<file path="src/logic/rsc_consts.vh">
`ifndef RSC_CONSTS_VH
`define RSC_CONSTS_VH
// register byte offsets
`define RSC_ADDR_CAUSE 12'h000
`define RSC_ADDR_STATUS 12'h004
`define RSC_ADDR_CLOCK 12'h008
// cause register field positions
`define RSC_BIT_TRAP 15
`define RSC_BIT_ILLOP 14
`define RSC_BIT_CFGMM 9
`define RSC_BIT_FLASHSLP 8
`define RSC_BIT_PIN 7
`define RSC_BIT_SOFT 6
`define RSC_BIT_SOFT_WATCHDOG_ENABLE 5
`define RSC_BIT_WATCHDOG_TIMEOUT_FLAG 4
`define RSC_BIT_SLEEP 3
`define RSC_BIT_IDLE 2
`define RSC_BIT_BOR 1
`define RSC_BIT_POR 0
// implemented bits of the cause register
`define RSC_CAUSE_MASK 16'hc3ff
// cause value after power-on
`define RSC_CAUSE_POR_VAL 16'h0003
// release delays in ns, and cycles at 4 ns
`define RSC_CLK_NS 4
`define RSC_TPOR_NS 2000
`define RSC_TPWRT_NS 64000000
`define RSC_TRST_NS 40
`define RSC_TPOR_CYC (`RSC_TPOR_NS / `RSC_CLK_NS)
`define RSC_TPWRT_CYC (`RSC_TPWRT_NS / `RSC_CLK_NS)
`define RSC_TRST_CYC (`RSC_TRST_NS / `RSC_CLK_NS)
`endif

</file>
<file path="src/logic/rsc_delay_counter.v">
`default_nettype none
// down counter that reports done once a loaded count has elapsed
module rsc_delay_counter #(
	parameter WIDTH = 32
) (
	// clock
	input wire i_clock,
	// control
	input wire i_load,
	input wire [WIDTH-1:0] i_count,
	// status
	output reg o_done
);
	reg [WIDTH-1:0] count_q;
	always @(posedge i_clock) begin
		if (i_load) begin
			count_q <= i_count;
			o_done <= 1'b0;
		end else if (count_q != {WIDTH{1'b0}}) begin
			count_q <= count_q - {{(WIDTH-1){1'b0}}, 1'b1};
			o_done <= 1'b0;
		end else begin
			o_done <= 1'b1;
		end
	end
endmodule
`default_nettype wire

</file>
<file path="src/logic/rsc_reset_source_combiner.v">
// What this block does
// - merge all nine reset sources into one
// - any active source asserts system reset
// - each reset sets a cause bit
// - power-on clears causes, sets bor and por
// - software reads and writes cause bits freely
// - illegal opcode or pointer sets bit fourteen
// - config mismatch sets bit nine
// - bit eight keeps flash bias in sleep
// - reset instruction sets bit six
// - bit five enables watchdog unless fuse forces
// - watchdog timeout flag, cleared by sleep, idle or clear
// - sleep and idle entry set bits three, two
// - por/bor load fuse clock, others keep current
// - no switching: always fuse clock
// - system reset clears core and peripheral state
// - power-on release only after power-on and power-up delays
//
// The register addresses and the APB interface to the registers were left to the implementer.
`default_nettype none
`include "rsc_consts.vh"
module rsc_reset_source_combiner #(
	parameter TPOR_CYCLES = `RSC_TPOR_CYC,
	parameter TPWRT_CYCLES = `RSC_TPWRT_CYC,
	parameter TRST_CYCLES = `RSC_TRST_CYC
) (
	// clock and power-on (i_rst is the power-on source)
	input wire i_clock,
	input wire i_rst,
	// reset requesters, active high
	input wire i_brown_out_reset,
	input wire i_master_clear_pin,
	input wire i_reset_instruction,
	input wire i_watchdog_timeout,
	input wire i_config_mismatch,
	input wire i_trap_conflict,
	input wire i_illegal_opcode,
	input wire i_uninit_pointer_reset,
	// power-save and watchdog instruction events
	input wire i_power_save_sleep,
	input wire i_power_save_idle,
	input wire i_watchdog_clear_instruction,
	// configuration fuses and oscillator state
	input wire i_watchdog_fuse_enable,
	input wire i_clock_switch_enable,
	input wire [2:0] i_initial_oscillator_select,
	input wire [2:0] i_current_oscillator_select,
	// apb slave
	input wire i_psel,
	input wire i_penable,
	input wire i_pwrite,
	input wire [11:0] i_paddr,
	input wire [31:0] i_pwdata,
	output reg [31:0] o_prdata,
	output reg o_pready,
	output reg o_pslverr,
	// outputs to core and peripherals
	output reg o_master_system_reset,
	output reg o_watchdog_enable,
	output reg o_flash_sleep_power,
	output reg [2:0] o_reset_oscillator_select
);
	localparam ST_POR = 2'b00;
	localparam ST_POWER_UP_TIMER = 2'b01;
	localparam ST_RST = 2'b10;
	localparam ST_RUN = 2'b11;

	reg [1:0] state_q;
	reg [1:0] state_d;
	reg [15:0] cause_q;
	reg [15:0] cause_d;
	reg bor_seen_q;
	reg load;
	reg [31:0] load_count;
	wire delay_done;
	wire any_source;
	wire wr_cause;
	wire rd_en;
	wire [15:0] wdata;

	function addr_hit;
		input [11:0] addr;
		input [11:0] target;
		begin
			addr_hit = (addr == target);
		end
	endfunction

	// non-power-on sources; power-on itself is i_rst
	assign any_source = i_brown_out_reset | i_master_clear_pin | i_reset_instruction |
		i_watchdog_timeout | i_config_mismatch | i_trap_conflict |
		i_illegal_opcode | i_uninit_pointer_reset;
	assign wr_cause = i_psel & i_penable & i_pwrite & addr_hit(i_paddr, `RSC_ADDR_CAUSE);
	assign rd_en = i_psel & ~i_penable & ~i_pwrite;
	assign wdata = i_pwdata[15:0];

	rsc_delay_counter #(
		.WIDTH(32)
	) u_delay (
		.i_clock(i_clock),
		.i_load(load),
		.i_count(load_count),
		.o_done(delay_done)
	);

	// sequencing: power-on, power-up timer, state reset timer, run
	always @* begin
		state_d = state_q;
		load = 1'b0;
		load_count = 32'h0;
		case (state_q)
			ST_POR: begin
				if (delay_done) begin
					state_d = ST_POWER_UP_TIMER;
					load = 1'b1;
					load_count = TPWRT_CYCLES;
				end
			end
			ST_POWER_UP_TIMER: begin
				if (i_brown_out_reset) begin
					// a fresh brown-out restarts the power-up timer
					load = 1'b1;
					load_count = TPWRT_CYCLES;
				end else if (delay_done) begin
					state_d = ST_RST;
					load = 1'b1;
					load_count = TRST_CYCLES;
				end
			end
			ST_RST: begin
				if (i_brown_out_reset) begin
					// brown-out during a short reset still owes the power-up delay
					state_d = ST_POWER_UP_TIMER;
					load = 1'b1;
					load_count = TPWRT_CYCLES;
				end else if (any_source) begin
					load = 1'b1;
					load_count = TRST_CYCLES;
				end else if (delay_done) begin
					state_d = ST_RUN;
				end
			end
			ST_RUN: begin
				if (i_brown_out_reset) begin
					state_d = ST_POWER_UP_TIMER;
					load = 1'b1;
					load_count = TPWRT_CYCLES;
				end else if (any_source) begin
					state_d = ST_RST;
					load = 1'b1;
					load_count = TRST_CYCLES;
				end
			end
			default: begin
				state_d = ST_POR;
			end
		endcase
		if (i_rst) begin
			load = 1'b1;
			load_count = TPOR_CYCLES;
		end
	end

	// cause register: hardware sets win over software writes
	always @* begin
		cause_d = cause_q;
		if (wr_cause) begin
			cause_d = wdata & `RSC_CAUSE_MASK;
		end
		if (i_watchdog_clear_instruction | i_power_save_sleep | i_power_save_idle) begin
			cause_d[`RSC_BIT_WATCHDOG_TIMEOUT_FLAG] = 1'b0;
		end
		if (i_trap_conflict) begin
			cause_d[`RSC_BIT_TRAP] = 1'b1;
		end
		if (i_illegal_opcode | i_uninit_pointer_reset) begin
			cause_d[`RSC_BIT_ILLOP] = 1'b1;
		end
		if (i_config_mismatch) begin
			cause_d[`RSC_BIT_CFGMM] = 1'b1;
		end
		if (i_master_clear_pin) begin
			cause_d[`RSC_BIT_PIN] = 1'b1;
		end
		if (i_reset_instruction) begin
			cause_d[`RSC_BIT_SOFT] = 1'b1;
		end
		if (i_watchdog_timeout) begin
			cause_d[`RSC_BIT_WATCHDOG_TIMEOUT_FLAG] = 1'b1;
		end
		if (i_power_save_sleep) begin
			cause_d[`RSC_BIT_SLEEP] = 1'b1;
		end
		if (i_power_save_idle) begin
			cause_d[`RSC_BIT_IDLE] = 1'b1;
		end
		if (i_brown_out_reset) begin
			cause_d[`RSC_BIT_BOR] = 1'b1;
		end
	end

	always @(posedge i_clock) begin
		if (i_rst) begin
			state_q <= ST_POR;
			cause_q <= `RSC_CAUSE_POR_VAL;
			bor_seen_q <= 1'b1;
			o_master_system_reset <= 1'b1;
			o_reset_oscillator_select <= 3'h0;
		end else begin
			state_q <= state_d;
			// flags survive non-power-on resets untouched
			cause_q <= cause_d;
			// held while any source stays active too
			o_master_system_reset <= (state_d != ST_RUN) | any_source;
			if (i_brown_out_reset) begin
				bor_seen_q <= 1'b1;
			end else if (state_q == ST_RUN) begin
				bor_seen_q <= 1'b0;
			end
			// oscillator chosen as reset releases
			if (state_q != ST_RUN && state_d == ST_RUN) begin
				if (~i_clock_switch_enable | bor_seen_q) begin
					o_reset_oscillator_select <= i_initial_oscillator_select;
				end else begin
					o_reset_oscillator_select <= i_current_oscillator_select;
				end
			end
		end
	end

	// derived control outputs follow the stored bits one cycle later
	always @(posedge i_clock) begin
		if (i_rst) begin
			o_watchdog_enable <= 1'b0;
			o_flash_sleep_power <= 1'b0;
		end else begin
			// fuse left unprogrammed forces the watchdog on
			o_watchdog_enable <= i_watchdog_fuse_enable | cause_q[`RSC_BIT_SOFT_WATCHDOG_ENABLE];
			o_flash_sleep_power <= cause_q[`RSC_BIT_FLASHSLP];
		end
	end

	// apb: zero wait states, read data registered in setup cycle
	always @(posedge i_clock) begin
		if (i_rst) begin
			o_prdata <= 32'h0;
			o_pready <= 1'b0;
			o_pslverr <= 1'b0;
		end else begin
			o_pready <= i_psel & ~i_penable;
			o_pslverr <= i_psel & ~i_penable & ~addr_hit(i_paddr, `RSC_ADDR_CAUSE) &
				~addr_hit(i_paddr, `RSC_ADDR_STATUS) & ~addr_hit(i_paddr, `RSC_ADDR_CLOCK);
			if (rd_en) begin
				if (addr_hit(i_paddr, `RSC_ADDR_CAUSE)) begin
					o_prdata <= {16'h0, cause_q};
				end else if (addr_hit(i_paddr, `RSC_ADDR_STATUS)) begin
					o_prdata <= {28'h0, o_watchdog_enable, bor_seen_q, state_q};
				end else if (addr_hit(i_paddr, `RSC_ADDR_CLOCK)) begin
					o_prdata <= {29'h0, o_reset_oscillator_select};
				end else begin
					o_prdata <= 32'h0;
				end
			end
		end
	end
endmodule
`default_nettype wire

</file>
<file path="config.mk">
export PLATFORM = sky130hd
export DESIGN_NAME = rsc_reset_source_combiner
export DESIGN_NICKNAME = d
export VERILOG_FILES = /design/src/logic/rsc_delay_counter.v /design/src/logic/rsc_reset_source_combiner.v
export VERILOG_INCLUDE_DIRS = /design/src /design/src/logic
export SDC_FILE = /design/constraint.sdc
export NUM_CORES = 1
export LEC_CHECK = 0
export ABC_AREA = 1
export BUFFER_PORTS_ARGS = -buffer_cell sky130_fd_sc_hd__buf_2
export CAP_MARGIN = 20
export CORE_MARGIN = 2
export CORE_UTILIZATION = 25
export CTS_CLUSTER_SIZE = 30
export DETAILED_ROUTE_END_ITERATION = 12
export GPL_TIMING_DRIVEN = 1
export PLACE_DENSITY = 0.52
export SLEW_MARGIN = 40
export SYNTH_ARGS = -nofsm -noshare
export SYNTH_HDL_FRONTEND = slang
export SYNTH_SLANG_ARGS = --single-unit
</file>
<file path="constraint.sdc">
create_clock -name i_clock -period 6.2 [get_ports i_clock]
set_input_delay 0.31 -clock i_clock [delete_from_list [all_inputs] [get_ports i_clock]]
set_output_delay 0.31 -clock i_clock [all_outputs]
set_load 0.01 [all_outputs]
</file>
==> run metrics <==
outcome=completed; PD cells=246 nW/µm²; total wire length=9.29 mm; crit path launch type=flip-flop; maximum VDD drop=111 µV; grt ovf=0; Max FO, Critical Path=24; first-pass GRT wire length=15.6 mm; Worst-Margin Slew=0.774 ns; fill count=1659; First-pass DRT Iterations=4; Hold Crit Class=input pin to flip-flop; post-synthesis mux area share=0.00871; initial core utilization=0.255; yosys warns=0; WS Path Type=flip-flop to flip-flop; CTS Buffer Depth=2; Ports=108; reg2reg setup slack=3.45 ns; Seq/Total Area, Yosys=0.434; IO Port Bufs=67; Post-Syn Instances=511; routability cong.=0.796; Required @ worst endpoint=6.25 ns; Hold Startpoint=i_watchdog_fuse_enable; Total GRT Usage=0.116; cts hold-fix bufs=0; # resized after CTS=0; fraction of layout cells with a size suffix above 1=0.210; Slew Viols, Final=0; num rows=45; most common cell after layout, fill and taps aside=nand2_1; die width=129 µm; largest net degree at the start of global routing=34; final setup TNS=0 ns; unrepaired setup endpoints after global routing=false; CTS tree=yes; Die H=129 µm; Worst Setup SP=u_delay.count_q[0]; unique cell type count in the Yosys netlist=41; CORE AREA=15200 µm²; Post-DRT Antenna Nets=0; via count=3396; largest family of logic cells by synthesized area=simple AND/OR/NAND/NOR gates; Max-Cap Viols=0; Avg Cell Area, Syn=7.59 µm²; DRC viols=0; setup violators final=0; xor and xnor fraction of the mapped netlist area=0.0339; Final min period=2.75 ns; critical path endpoint category=flip-flop; Post-Place Worst Slack=3.19 ns; Num CTS Buffers=9; worst skew pair latency=0.33 ns; post-synthesis simple-gate area fraction=0.315; WHS=0.188 ns; H-tree depth=3; adder-cell share of the synthesized area=0.00323; routed length per instance=12.1 µm; synthesized cell area=3880 µm²; Final Hold Fails=0; antenna cell count=0; Post-DP HPWL=6.90 mm; Peak Freq=363 MHz; Max-slew headroom=0.482; Num Clock Sinks=68; register clock-pin slew on the reported worst setup and hold paths=0.06 ns; FF-to-FF Start=u_delay.count_q[0]; critical path arrival=2.80 ns; most frequent cells in the layout=111 x nand2_1, 86 x nor2_1, 67 x buf_2; antenna violations before repair=0; Clock Skew=0.00712 ns; 1st-iter DRT viols=137; routed vias/inst=4.42; Synth Area in Compound Gates=0.0949; CTS Root Cell=clkbuf_16; Pleak=2.15 nW; nets@finish=645; P&R area growth vs syn=19.5%; flops & latches, synth=68; Die Area=16500 µm²; post-CTS setup buffer count=0; Final WS setup=3.45 ns; number of global-route vias before repair=3261; Final Cycle Share=0.444
power breakdown:
group          leakage (nW)  internal, W  switching [W]  total [W]
sequential            0.673     0.000483      0.0000104   0.000493
clock                 0.165     0.000347       0.000207   0.000554
combinational          1.31    0.0000344      0.0000583  0.0000927
total                  2.15     0.000864       0.000276    0.00114
layout make-up:
class / count / area [µm²] / share of cell area
clock buffer: 12 / 300 / 0.0648
tap: 188 / 235 / 0.0508
inverter: 51 / 191 / 0.0413
clock inverter: 4 / 30.0 / 0.00648
multi-input combinational: 377 / 1840 / 0.398
timing repair buffer: 69 / 350 / 0.0756
sequential: 68 / 1680 / 0.363
Yosys cell counts:
library cell    n  share of area
nand3b_2        1         0.0029
a21oi_1        27          0.035
o2111ai_1       1         0.0023
or2_0           3         0.0048
o21ai_2         1         0.0023
nand4_1         6         0.0097
nor2_8          1         0.0052
a21oi_2         1         0.0023
o22ai_1         3         0.0048
nor3_1          3         0.0039
o21bai_1        3         0.0058
o21ai_1         6         0.0077
o211ai_1        1         0.0019
nand3_1        32          0.041
nor2_1         86          0.083
buf_2           6         0.0077
or2_1           1         0.0016
clkbuf_1        4         0.0039
nor2_4          3         0.0087
nand4_4         1         0.0055
nand3_4         1         0.0045
conb_1          1        0.00097
o21ai_0        24          0.031
o31ai_1         1         0.0019
nor4_1          1         0.0016
buf_4          22          0.043
inv_2           6         0.0058
nand2_2         6         0.0097
xnor2_1         7          0.016
and2_1          1         0.0016
nor2_2          9          0.015
xor2_1          8          0.018
nor3_2          2         0.0052
nand3b_1        2         0.0039
mux2_2          3         0.0087
inv_1          45          0.044
dfxtp_1        36           0.19
buf_6           2         0.0058
nand2_1       111           0.11
edfxtp_1       32           0.25
ha_1            1         0.0032
critical path, stage by stage, from the launching register on:
cell and delay (ns):
edfxtp_1 0.38, inv_1 0.14, ha_1 0.28, nand2_2 0.10
nor2_2 0.18, nand2_1 0.10, nor2_1 0.10, nand3_1 0.11
nor3_2 0.20, nand4_1 0.45, buf_4 0.42
cell families after synthesis:
| logic type | Yosys count |
|---|---|
| AOI/OAI and AO/OA | 68 |
| xor gates and xnor gates | 15 |
| adders and majority gates | 1 |
| buffers and inverters | 85 |
| DFF | 68 |
| muxes | 3 |
| other | 1 |
| and+or+nand+nor | 270 |
metal layers:
metal	up-vias	track usage	share of wire
met5	-	0	0
met4	0	0.0364	0.013
li1	1744	-	-
met1	1550	0.148	0.47
met2	90	0.195	0.47
met3	12	0.0291	0.054
final timing paths:
check | endpoint | depth (start not counted)
setup / recovery | u_delay.count_q[20] | 10
hold / removal | o_watchdog_enable | 3
setup reg to reg | u_delay.count_q[20] | 10
hold reg to reg | o_flash_sleep_power | 2
flip-flops by register name, summed over array words and instances (netlist names):
name,count
bor_seen_q,1
o_flash_sleep_power,1
o_master_system_reset,1
u_delay.count_q,32
state_q,2
u_delay.o_done,1
cause_q,12
o_watchdog_enable,1
o_reset_oscillator_select,3
o_pready,1
o_pslverr,1
o_prdata,12
stage by stage:
stage	instance area, µm²	power (W)	cells	utilization
final	4630	0.00114	769	0.305
after global placement	4300	0.000595	753	0.283
after detailed placement	4300	0.000596	753	0.283
after floorplan	3950	0.000571	530	-
after CTS	4630	0.00115	769	0.305
after global routing	4630	0.00119	769	0.305
Power figures use the tool's default switching activity.
